### src/hw/amp_cfg_pkg.sv
// Constants and carrier types for the tape amplifier configuration bank.
// Assumes a single general clock domain; the serial pins are asynchronous.
package amp_cfg_pkg;
  // Serial frame layout
  localparam int unsigned BYTE_W        = 8;          // Address and data width
  localparam int unsigned FRAME_BITS    = 16;         // Address byte then data byte
  localparam logic [7:0]  STATUS_ADDR   = 8'hff;      // Status byte address
  localparam logic [7:0]  LAST_CFG_ADDR = 8'h05;      // Highest control entry
  localparam int unsigned CFG_ENTRIES   = 6;          // Control entries 0..5
  // Control entry offsets
  localparam logic [7:0] FILTER_AND_ENABLE_CFG = 8'h00; // Filter, bias mode, enables
  localparam logic [7:0] PATH_AND_PREAMP_CFG   = 8'h01; // Routing and preamp gain
  localparam logic [7:0] GAIN_CFG              = 8'h02; // Fixed gain setup
  localparam logic [7:0] DC_BIAS_LEVEL         = 8'h03; // Bias DAC code
  localparam logic [7:0] WRITE_CURRENT_CFG     = 8'h04; // Write mode and DAC code
  localparam logic [7:0] SENSE_CURRENT_CFG     = 8'h05; // Sense range and DAC code
  localparam logic [7:0] CFG_RESET             = 8'h00; // Reset value of every entry
  // Status byte field positions
  localparam int unsigned ST_GAIN_LSB = 4;  // Actual gain, bits 7:4
  localparam int unsigned ST_HINT     = 3;  // Gain direction hint
  localparam int unsigned ST_LOW5V    = 2;  // 5 V supply fail
  localparam int unsigned ST_WFAULT   = 1;  // Write fault
  localparam int unsigned ST_LOW12V   = 0;  // 12 V supply fail
  // Gain loop timing
  localparam int unsigned CLK_PERIOD_NS = 25;    // General clock period
  localparam int unsigned AGC_STEP_NS   = 1000;  // Least time between gain steps
  localparam int unsigned AGC_STEP_CYC  = (AGC_STEP_NS + CLK_PERIOD_NS - 1) / CLK_PERIOD_NS;
  localparam logic [3:0]  GAIN_MAX      = 4'hf;  // Top of the 4-bit gain code

  // Decoded control fields driven towards the analog sections
  typedef struct packed {
    logic [1:0] filter_corner_sel;      // 00 1, 01 2, 10 4, 11 10 MHz
    logic [1:0] bias_mode_sel;          // Bias circuit range
    logic       head_current_source_on; // Sense current source
    logic       read_chain_on;          // Read circuits
    logic       refs_on;                // Internal references
    logic       hold_pin_role;          // 0 AGC hold, 1 servo select
    logic       highpass_path_on;       // 0 bypassed
    logic [1:0] vga_input_sel;          // Effective gain stage input
    logic [1:0] bias_input_sel;         // Bias circuit input
    logic [1:0] preamp_gain_sel;        // Preamp gain step
    logic       gain_range_high;        // 10..25 dB range
    logic       gain_fixed_mode;        // Gain loop off
    logic [4:0] dc_bias_level_code;     // Code times 45 mV
    logic       write_input_mode;       // 0 return to zero, 1 level
    logic [6:0] write_current_code;     // 125*(code+1)/128 mA
    logic       sense_range_double;     // 30 mA full scale
    logic [6:0] sense_current_code;     // 15*(code+1)/128 mA
  } cfg_t;

  // Analog-side event and level inputs
  typedef struct packed {
    logic low5v;        // 5 V supply below threshold
    logic low12v;       // 12 V supply below threshold
    logic write_fault;  // Head open or shorted while writing
    logic level_high;   // Output above target level
    logic level_low;    // Output below target level
  } sense_t;
endpackage

### src/hw/tape_amp_serial_config_regs.sv
// Serial-programmed configuration and status bank of a tape read/write amplifier.
// Assumes serial pins and analog sense lines are asynchronous to clock and that
// the general clock runs at least eight times the serial clock.
// Summary of operation
// - General clock times status access and gain loop
// - Frame is address byte then data byte
// - Address FF returns the status byte
// - Six control entries at addresses 0..5
// - Filter corner select in entry 0
// - Bias mode select in entry 0
// - Five-bit bias level code in entry 3
// - Single-bit enables, one means active
// - Hold pin role chooses hold or servo
// - Gain input select; servo forced when pin low and hold pin role is servo
// - Bias input select routing
// - Preamp gain select
// - Gain loop run, freeze, maximum or off
// - Fixed gain code with range bit
// - Write input mode return-to-zero or level
// - Seven-bit write current code
// - Seven-bit sense code with range double
// - Status byte field layout
// - Hint bit: 0 increase, 1 decrease
// - Fault flags sticky until status read
// - Write polarity toggles per mode
`timescale 1ns/1ps
module tape_amp_serial_config_regs
  import amp_cfg_pkg::*;
#(
  parameter int unsigned AGC_STEP = AGC_STEP_CYC  // Cycles between gain steps
) (
  input  wire logic   clock,          // General clock
  input  wire logic   rst_n,          // Synchronous reset, active low
  input  wire logic   clk_en,         // Freezes all state when low
  input  wire logic   sclk,           // Serial clock pin
  input  wire logic   frame_n,        // Serial frame enable pin, active low
  input  wire logic   sdata_in,       // Serial data pin, input side
  output logic        sdata_out,      // Serial data pin, output side
  output logic        sdata_oe,       // Serial data pin drive enable
  input  wire logic   gain_freeze,    // Gain freeze pin
  input  wire logic   write_data_in,  // Write data pin
  input  wire sense_t sense_in,       // Analog sense lines
  output cfg_t        cfg,            // Registered control fields
  output logic [3:0]  actual_gain,    // Gain code applied to the stage
  output logic        write_polarity  // Write current direction
);

  // Two-flop synchronisers; the first stage feeds only the second
  logic [9:0] sync1_r;                // First stage
  logic [9:0] sync2_r;                // Second stage
  logic       sclk_d_r;               // Delayed serial clock for edges
  logic       wd_d_r;                 // Delayed write data for edges
  wire  [9:0] raw_in = {sclk, frame_n, sdata_in, gain_freeze, write_data_in, sense_in};
  always_ff @(posedge clock) begin
    if (clk_en) begin
      sync1_r  <= raw_in;
      sync2_r  <= sync1_r;
      sclk_d_r <= sync2_r[9];
      wd_d_r   <= sync2_r[5];
    end
  end

  // Synchronised views
  wire    sclk_s    = sync2_r[9];     // Serial clock
  wire    frame_s_n = sync2_r[8];     // Frame enable, active low
  wire    sdi_s     = sync2_r[7];     // Serial input bit
  wire    freeze_s  = sync2_r[6];     // Gain freeze pin
  wire    wd_s      = sync2_r[5];     // Write data
  sense_t sense_s;                    // Analog lines
  assign  sense_s   = sync2_r[4:0];
  wire    sclk_rise = sclk_s & ~sclk_d_r;  // Sample edge
  wire    wd_fall   = ~wd_s & wd_d_r;      // Falling write data
  wire    wd_edge   = wd_s ^ wd_d_r;       // Any write data change

  // Control entries
  logic [7:0] cfg_mem_r [CFG_ENTRIES];  // Six control bytes

  // Serial frame state
  logic [4:0] bit_cnt_r;              // Bits taken in this frame
  logic [7:0] addr_r;                 // Captured address
  logic [7:0] rx_r;                   // Incoming shift register
  logic [7:0] tx_r;                   // Outgoing status shift register
  logic       read_r;                 // Frame is a status read
  logic       lo5_r;                  // Sticky 5 V fail
  logic       lo12_r;                 // Sticky 12 V fail
  logic       wfault_r;               // Sticky write fault
  logic [3:0] gain_r;                 // Loop gain code
  logic [$clog2(AGC_STEP+1)-1:0] step_cnt_r;  // Gain step timer
  logic       pol_r;                  // Write polarity

  // Frame decode
  wire        in_frame   = ~frame_s_n;
  wire        take_bit   = in_frame & sclk_rise & (bit_cnt_r < 5'(FRAME_BITS));
  wire        addr_done  = take_bit & (bit_cnt_r == 5'(BYTE_W - 1));
  wire        data_done  = take_bit & (bit_cnt_r == 5'(FRAME_BITS - 1));
  wire [7:0]  addr_full  = {rx_r[6:0], sdi_s};
  wire [7:0]  data_full  = {rx_r[6:0], sdi_s};
  wire        is_status  = (addr_full == STATUS_ADDR);
  wire        cfg_write  = data_done & ~read_r & (addr_r <= LAST_CFG_ADDR);
  wire        status_clr = addr_done & is_status;

  // Gain loop decisions
  wire        loop_on    = ~cfg.gain_fixed_mode & freeze_s;
  wire        servo_max  = ~cfg.gain_fixed_mode & ~freeze_s & cfg.hold_pin_role;
  wire        step_now   = (step_cnt_r == '0);
  wire        gain_up    = sense_s.level_low & (gain_r != GAIN_MAX);
  wire        gain_dn    = sense_s.level_high & (gain_r != 4'h0);
  wire        hint       = sense_s.level_high;
  wire [3:0]  applied    = cfg.gain_fixed_mode ? cfg_mem_r[2][3:0] : gain_r;

  // Status snapshot
  wire [7:0]  status_now = {applied, hint, lo5_r, wfault_r, lo12_r};

  // Serial shift and frame tracking, driven by the general clock
  always_ff @(posedge clock) begin
    if (!rst_n) begin
      bit_cnt_r <= '0;
      addr_r    <= '0;
      rx_r      <= '0;
      tx_r      <= '0;
      read_r    <= 1'b0;
    end else if (clk_en) begin
      if (!in_frame) begin          // Frame closed, restart
        bit_cnt_r <= '0;
        read_r    <= 1'b0;
      end else if (take_bit) begin
        bit_cnt_r <= bit_cnt_r + 5'd1;
        rx_r      <= data_full;
        if (addr_done) begin        // Address complete
          addr_r <= addr_full;
          read_r <= is_status;
          tx_r   <= status_now;
        end else if (bit_cnt_r >= 5'(BYTE_W)) begin
          tx_r   <= {tx_r[6:0], 1'b0};
        end
      end
    end
  end

  // Control entries; one per generate lane
  for (genvar i = 0; i < CFG_ENTRIES; i++) begin : g_cfg
    always_ff @(posedge clock) begin
      if (!rst_n) begin
        cfg_mem_r[i] <= CFG_RESET;
      end else if (clk_en && cfg_write && addr_r == 8'(i)) begin
        cfg_mem_r[i] <= data_full;
      end
    end
  end

  // Sticky flags; a new event wins over the read clear
  always_ff @(posedge clock) begin
    if (!rst_n) begin
      lo5_r    <= 1'b0;
      lo12_r   <= 1'b0;
      wfault_r <= 1'b0;
    end else if (clk_en) begin
      lo5_r    <= (lo5_r & ~status_clr) | sense_s.low5v;
      lo12_r   <= (lo12_r & ~status_clr) | sense_s.low12v;
      wfault_r <= (wfault_r & ~status_clr) | sense_s.write_fault;
    end
  end

  // Gain loop on the general clock
  always_ff @(posedge clock) begin
    if (!rst_n) begin
      gain_r     <= '0;
      step_cnt_r <= '0;
    end else if (clk_en) begin
      step_cnt_r <= step_now ? ($bits(step_cnt_r))'(AGC_STEP - 1) : step_cnt_r - 1'b1;
      if (servo_max) begin
        gain_r <= GAIN_MAX;
      end else if (loop_on && step_now) begin
        if (gain_up) begin
          gain_r <= gain_r + 4'h1;
        end else if (gain_dn) begin
          gain_r <= gain_r - 4'h1;
        end
      end
    end
  end

  // Write polarity; pin edges choose the toggle
  always_ff @(posedge clock) begin
    if (!rst_n) begin
      pol_r <= 1'b0;
    end else if (clk_en) begin
      if (cfg.write_input_mode ? wd_edge : wd_fall) begin
        pol_r <= ~pol_r;
      end
    end
  end

  // Field decode into registered outputs
  cfg_t cfg_nxt;                      // Next field image
  always_comb begin
    cfg_nxt.filter_corner_sel      = cfg_mem_r[0][6:5];
    cfg_nxt.bias_mode_sel          = cfg_mem_r[0][4:3];
    cfg_nxt.head_current_source_on = cfg_mem_r[0][2];
    cfg_nxt.read_chain_on          = cfg_mem_r[0][1];
    cfg_nxt.refs_on                = cfg_mem_r[0][0];
    cfg_nxt.hold_pin_role          = cfg_mem_r[1][7];
    cfg_nxt.highpass_path_on       = cfg_mem_r[1][6];
    cfg_nxt.vga_input_sel          = (cfg_mem_r[1][7] & ~freeze_s) ? 2'b00 : cfg_mem_r[1][5:4];
    cfg_nxt.bias_input_sel         = cfg_mem_r[1][3:2];
    cfg_nxt.preamp_gain_sel        = cfg_mem_r[1][1:0];
    cfg_nxt.gain_range_high        = cfg_mem_r[2][5];
    cfg_nxt.gain_fixed_mode        = cfg_mem_r[2][4];
    cfg_nxt.dc_bias_level_code     = cfg_mem_r[3][4:0];
    cfg_nxt.write_input_mode       = cfg_mem_r[4][7];
    cfg_nxt.write_current_code     = cfg_mem_r[4][6:0];
    cfg_nxt.sense_range_double     = cfg_mem_r[5][7];
    cfg_nxt.sense_current_code     = cfg_mem_r[5][6:0];
  end

  // Output flops; one cycle behind the entries
  always_ff @(posedge clock) begin
    if (!rst_n) begin
      cfg            <= '0;
      actual_gain    <= '0;
      write_polarity <= 1'b0;
      sdata_out      <= 1'b0;
      sdata_oe       <= 1'b0;
    end else if (clk_en) begin
      cfg            <= cfg_nxt;
      actual_gain    <= applied;
      write_polarity <= pol_r;
      sdata_out      <= tx_r[7];
      sdata_oe       <= in_frame & read_r & (bit_cnt_r >= 5'(BYTE_W)) & (bit_cnt_r < 5'(FRAME_BITS));
    end
  end

  // Checks guarding the logic above
  property p_write_lands;
    @(posedge clock) disable iff (!rst_n)
      (clk_en && cfg_write) |=> (cfg_mem_r[addr_r[2:0]] == $past(data_full));
  endproperty
  a_write_lands: assert property (p_write_lands) else $error("control write lost");

  property p_no_status_write;
    @(posedge clock) disable iff (!rst_n)
      (clk_en && data_done && read_r) |=> ($stable(cfg_mem_r[0]) && $stable(cfg_mem_r[5]));
  endproperty
  a_no_status_write: assert property (p_no_status_write) else $error("status frame wrote entry");

  property p_read_snapshot;
    @(posedge clock) disable iff (!rst_n)
      (clk_en && addr_done && is_status) |=> (read_r && tx_r == $past(status_now));
  endproperty
  a_read_snapshot: assert property (p_read_snapshot) else $error("status not loaded");

  property p_sticky;
    @(posedge clock) disable iff (!rst_n)
      (clk_en && lo5_r && !status_clr) |=> lo5_r;
  endproperty
  a_sticky: assert property (p_sticky) else $error("flag dropped early");

  property p_set_wins;
    @(posedge clock) disable iff (!rst_n)
      (clk_en && status_clr && sense_s.write_fault) |=> wfault_r;
  endproperty
  a_set_wins: assert property (p_set_wins) else $error("fault lost at clear");

  property p_servo_max;
    @(posedge clock) disable iff (!rst_n)
      (clk_en && servo_max) ##1 clk_en |=> (actual_gain == GAIN_MAX);
  endproperty
  a_servo_max: assert property (p_servo_max) else $error("servo gain not maximum");

  property p_fixed_gain;
    @(posedge clock) disable iff (!rst_n)
      (clk_en && cfg.gain_fixed_mode && cfg_mem_r[2][4]) |=> (actual_gain == $past(cfg_mem_r[2][3:0]));
  endproperty
  a_fixed_gain: assert property (p_fixed_gain) else $error("fixed gain not applied");

  property p_freeze_holds;
    @(posedge clock) disable iff (!rst_n)
      (clk_en && !cfg.gain_fixed_mode && !freeze_s && !cfg.hold_pin_role) |=> $stable(gain_r);
  endproperty
  a_freeze_holds: assert property (p_freeze_holds) else $error("gain moved while frozen");

  property p_rtz_toggle;
    @(posedge clock) disable iff (!rst_n)
      (clk_en && !cfg.write_input_mode && wd_fall) |=> (pol_r != $past(pol_r));
  endproperty
  a_rtz_toggle: assert property (p_rtz_toggle) else $error("polarity missed falling edge");

  // Level mode must follow every change of the pin, rising ones too
  property p_nrz_toggle;
    @(posedge clock) disable iff (!rst_n)
      (clk_en && cfg.write_input_mode && wd_edge) |=> (pol_r != $past(pol_r));
  endproperty
  a_nrz_toggle: assert property (p_nrz_toggle) else $error("polarity missed level change");

  // A status read with no fresh event leaves the flag clear
  property p_read_clears;
    @(posedge clock) disable iff (!rst_n)
      (clk_en && status_clr && !sense_s.low12v) |=> !lo12_r;
  endproperty
  a_read_clears: assert property (p_read_clears) else $error("flag not cleared by read");

  property p_oe_window;
    @(posedge clock) disable iff (!rst_n)
      sdata_oe |-> $past(read_r);
  endproperty
  a_oe_window: assert property (p_oe_window) else $error("driving outside status read");

endmodule

### config.mk
export PLATFORM = sky130hd
export DESIGN_NAME = tape_amp_serial_config_regs
export DESIGN_NICKNAME = d
export VERILOG_FILES = /design/src/hw/amp_cfg_pkg.sv /design/src/hw/tape_amp_serial_config_regs.sv
export SDC_FILE = /design/constraint.sdc
export NUM_CORES = 1
export LEC_CHECK = 0
export ABC_AREA = 1
export BUFFER_PORTS_ARGS = -buffer_cell sky130_fd_sc_hd__buf_4
export CORE_ASPECT_RATIO = 0.6
export CORE_MARGIN = 4
export CORE_UTILIZATION = 35
export DETAILED_ROUTE_END_ITERATION = 8
export PLACE_DENSITY = 0.62
export SYNTH_ARGS = -nofsm -noshare
export SYNTH_HDL_FRONTEND = slang
export SYNTH_SLANG_ARGS = --single-unit
### constraint.sdc
create_clock -name clock -period 2 [get_ports clock]
set_clock_uncertainty 0.1 [all_clocks]
set_input_delay 0.1 -clock clock [delete_from_list [all_inputs] [get_ports clock]]
set_output_delay 0.1 -clock clock [all_outputs]
set_load 0.02 [all_outputs]
# Word-level counts from Yosys, hierarchy flattened
# Memory sizes are Yosys's and may differ from the RTL's. A register that Yosys moved wholly into a read port is not among the register bits.
# Cells that the tools add are included.
# word_totals
ram_bits	48
mem_count	1
reg_bits	82
# mem_list
name	words	width	rd	rd_ports_with_merged_regs	write_ports	line	source
cfg_mem_r	6	8	6	4	6	tape_amp_serial_config_regs.sv:76	logic [7:0] cfg_mem_r [CFG_ENTRIES];
# op_classes
order_cmp	3
bitwise	39
eq_ne	9
addsub	4
reduce_logical	27
mux	40
# ops
cell	count
8-bit two-way mux	8
1-bit two-way mux	23
1-bit AND	21
4-bit two-way mux	5
8-bit by 2-bit equality test with 1-bit output, second input constant	2
8-bit by 3-bit equality test with 1-bit output, second input constant	2
5-bit two-way mux	2
1-bit OR	9
3-bit AND reduction	3
8-bit by 1-bit equality test with 1-bit output, second input constant	1
8-bit equality test, second input constant	1
8-bit by 3-bit less-or-equal comparator with 1-bit output, second input constant	1
1-bit logical AND	8
8-bit zero test	1
1-bit NOT	8
4-bit AND reduction	2
2-bit nonzero test	4
6-bit zero test	1
6-bit two-way mux	1
6-bit by 1-bit subtractor with 6-bit output, second input constant	1
5-bit by 1-bit adder with 5-bit output, second input constant	1
5-bit by 3-bit equality test with 1-bit output, second input constant	1
5-bit by 4-bit equality test with 1-bit output, second input constant	1
5-bit by 4-bit greater-or-equal comparator with 1-bit output, second input constant	1
10 further kinds	14

# Depth between registers and ports, before layout
# depth
word_depth	13
depth_mapped	12
mapped_depth_nobuf	12

# Least setup slack after synthesis
# Ideal clock, no wire load.
# synth_timing
path_type	reg-to-reg
from	reg bit_cnt_r[0]
to	mem cfg_mem_r[1][0] (enable)
slack_ns	-0.161
synth_period_minus_slack_ns	2.161
t_arrival_ns	1.687
path_stages_with_launch	11
path_buffers	0
cell_sequence	dfxtp_1 -> ha_1 -> nand2_1 -> nor2_1 -> ha_1 -> inv_1 -> nor2_1 -> nand2_2 -> inv_2 -> nand2_2 -> o21ai_1
# synth_lines
item	line	source
start, declared	tape_amp_serial_config_regs.sv:79	logic [4:0] bit_cnt_r;
start signal, assigned	tape_amp_serial_config_regs.sv:127	bit_cnt_r <= bit_cnt_r + 5'd1;
end, declared	tape_amp_serial_config_regs.sv:76	

==> impl_metrics.py <==
metrics = {
    "run_status": {
        "status": "finished clean",
    },
    "logic_synthesis": {
        "syn_area_sq_um": 5930,
        "syn_nets": 659,
        "syn_avg_cell_area_sq_um": 9.29,
        "synth-edff-count": 64,
        "synth_top_cell_area_share_pct": 32.4,
        "synthCells": 638,
        "synth-seq-cells": 152,
        "synth-main-ff-cell": "dfxtp_1",
        "synth_cell_types": 34,
        "synth_top_cells_by_area": "edfxtp_1, dfxtp_1, nor2_1, o21ai_0, nand2_1",
        "synth_top_area_cell": "edfxtp_1",
        "yosysWarnings": 0,
        "synthArstFlopShare_pct": 0,
        "ys_seq_area_share_pct": 62.1,
    },
    "sta": {
        "slew_headroom_pct": 57.9,
        "min_period_ps": 1880,
        "holdWs_ps": 297,
        "fin_ws_ps": 120,
        "slew_violations": 0,
        "period_share_pct": 94.0,
        "grt_setup_unrepaired": "false",
        "finalHoldViolations": 0,
        "fmax_mhz": 532,
        "setup_violations": 0,
        "worstMarginPinSlew_ps": 630,
    },
    "clocking": {
        "cts_root_buf": "clkbuf_16",
        "cts_max_level": 4,
        "cts.sinks": 152,
        "insertion_delay_ps": 420,
        "cts_buffers": 17,
        "clkSlewWorstSetupHoldPaths_ps": 60,
        "cts.path.max_buffers": 2,
        "cts_tree": "built",
    },
    "place": {
        "place_ws_ps": 15.2,
        "portBuffers": 57,
        "dp_hpwl_microns": 9520,
        "gp_congestion": 0.834,
        "place_area_sq_um": 6740,
        "place_inst": 922,
    },
    "setup_path": {
        "worstReg2RegEnd": "cfg_mem_r[1][7]$_SDFFCE_PN0P_",
        "worstSetupStartpoint": "bit_cnt_r[1]$_SDFFE_PN0P_",
        "path_max_fanout": 4,
        "r2r-start": "bit_cnt_r[1]$_SDFFE_PN0P_",
        "crit_arrival_ps": 1920,
        "endpoint_kind": "flip-flop",
        "max_stage_delay_ps": 350,
        "r2r_slack_ps": 120,
        "cp_slowest_cell": "dfxtp_2",
        "crit_required_ps": 2040,
        "worstRegToRegCells": 11,
        "path_cells": "ha_4 > nand2_1 > nor2_1 > ha_2 > inv_1 > nor2_2 > nand2_2 > inv_4 > nand2_4 > o21ai_4 > buf_4",
        "critPathLaunchType": "flip-flop",
        "path_class": "flip-flop to flip-flop",
    },
    "hold_path": {
        "hold_path_class": "input port to flip-flop",
        "holdPathStages": 2,
        "min_to": "sync1_r[3]$_DFFE_PP_",
        "hp-start": "sense_in[3]",
    },
    "route": {
        "viasPerCell": 4.82,
        "drc": 0,
        "wl_per_cell_microns": 14.4,
        "wl_microns": 13900,
        "first_pass_iters": 5,
        "ant_nets": 0,
        "vias": 4661,
        "drtIter0Drc": 395,
    },
    "floorplanning": {
        "fp-row-count": 36,
        "fp.dieW_microns": 176,
        "dieArea_sq_um": 19200,
        "io_pins": 58,
        "die_y_microns": 109,
        "start_util_pct": 36.2,
        "core_area_sq_um": 16400,
    },
    "pwr": {
        "ir_drop_v": 0.000399,
        "p_leak_nw": 2.97,
        "power_density_nw_per_um2": 964,
    },
    "final_layout": {
        "nNetsFinal": 748,
        "stdcell_area_sq_um": 7560,
        "final_util_pct": 46.1,
        "area_delta_synth_final_pct": 27.5,
        "diodes": 0,
        "fin_cells": 968,
        "drive_gt1_share_pct": 20.8,
    },
    "global_routing": {
        "grt_usage_pct": 14.9,
        "grt_max_degree": 36,
        "grt_pass1_vias": 4380,
        "grt_pass1_wl_microns": 22300,
        "antenna_found_initial": 0,
        "grt-ovfl-total": 0,
    },
    "flow_run": {
        "cap_violations": 0,
    },
}
-- flip-flops by register name, indices dropped and copies added, names as in the netlist --
name and flops:
cfg_mem_r 42, cfg 38, sync1_r 10, sync2_r 10, addr_r 8, tx_r 8, rx_r 7, step_cnt_r 6
bit_cnt_r 5, actual_gain 4, gain_r 4, lo12_r 1, lo5_r 1, pol_r 1, read_r 1, sclk_d_r 1
sdata_oe 1, sdata_out 1, wd_d_r 1, wfault_r 1, write_polarity 1
-- worst max path at each step --
stage	endpoint	slack, ps	cells past startpoint
after floorplan	cfg_mem_r[1][0]$_SDFFCE_PN0P_	-1	10
after global placement	cfg_mem_r[4][0]$_SDFFCE_PN0P_	50	10
after detailed placement	cfg_mem_r[4][2]$_SDFFCE_PN0P_	20	10
after CTS	cfg_mem_r[1][3]$_SDFFCE_PN0P_	40	11
after global routing	cfg_mem_r[1][5]$_SDFFCE_PN0P_	2	11
final	cfg_mem_r[1][7]$_SDFFCE_PN0P_	120	11
-- synthesized netlist by cell type (2+ instances only) --
cell	n
o211ai_1	2
nor3_1	3
nor2_2	3
nand4_1	3
dfxtp_1	88
nand3_1	15
or2_2	2
a211oi_1	2
edfxtp_1	64
o21ai_1	10
a31oi_1	2
a21oi_1	42
buf_4	2
nor2_4	4
nor2_1	156
inv_2	4
clkbuf_1	18
nand2_1	72
nand3_2	5
o21ai_0	73
buf_2	5
inv_1	43
ha_1	7
nand2_2	3
-- placed cells by master (no fill, tap or decap), types with 3 or more instances in the layout --
cell type	instances
nand2_1	69
o21ai_1	7
edfxtp_1	64
nor2_1	154
nand4_1	3
inv_6	6
dfxtp_1	86
o21ai_0	73
inv_1	43
nand3_2	4
dlygate4sd3_1	12
ha_1	5
clkbuf_16	18
a21oi_1	42
nand2_2	4
buf_4	81
nand3_1	15
nor2_2	5
nor2_4	4
inv_2	3
-- area by class of cell --
| type | instances | area (sq um) |
|---|---|---|
| fill | 1570 | 8840 |
| sequential | 152 | 3690 |
| multi-input combinational | 412 | 2050 |
| timing repair buffer | 96 | 771 |
| clock buffer | 18 | 450 |
| tap | 228 | 285 |
| inverter | 48 | 183 |
| clock inverter | 14 | 136 |
-- kinds of logic (layout without fill, tap and decap cells) --
group                      count (synthesis)  after routing  share of synthesized area [%]
and+or+nand+nor                          271            271                           19.6
DFF                                      152            152                           62.1
AOI/OAI and AO/OA                        133            133                           11.5
buffers and inverters                     74            176                           4.92
adders and majority gates                  8              8                           1.81
-- per-layer routing --
metal / vias to the layer above / GRT usage (%) / share of wire, %
met5: - / 0 / 0
met4: 0 / 5.90 / 2.0
met3: 24 / 3.22 / 5.7
met2: 139 / 21.4 / 42
met1: 2201 / 21.9 / 50
li1: 2297 / - / -
-- what timing repair did --
item	CTS	global route
endpoints found under the hold margin	29	0
resized for setup	1	21
setup endpoints to repair	8	80
setup buffers	0	2
hold buffers	12	0
pin swaps	0	4
-- report_power, final --
part	switching (W)	leakage [nW]	internal, W
Sequential	0.0000904	1.34	0.00340
Clock	0.00136	0.286	0.00182
Combinational	0.000379	1.35	0.000231
Total	0.00183	2.97	0.00545
-- metrics by stage --
stage	power, W	TNS (ps)
final	0.00729	0
after global routing	0.00755	0
after CTS	0.00733	0
after detailed placement	0.00414	0
after global placement	0.00412	0
after floorplan	0.00388	-11.7
-- critical path: cells and delay by family (launching register included) --
| family | cells | cell delay (ps) |
|---|---|---|
| buf+inv | 3 | 270 |
| simple gates | 5 | 410 |
| fa+ha+maj | 2 | 300 |
| compound gates | 1 | 170 |
| flops | 1 | 350 |
No activity file was read; power rests on OpenSTA's default activity.
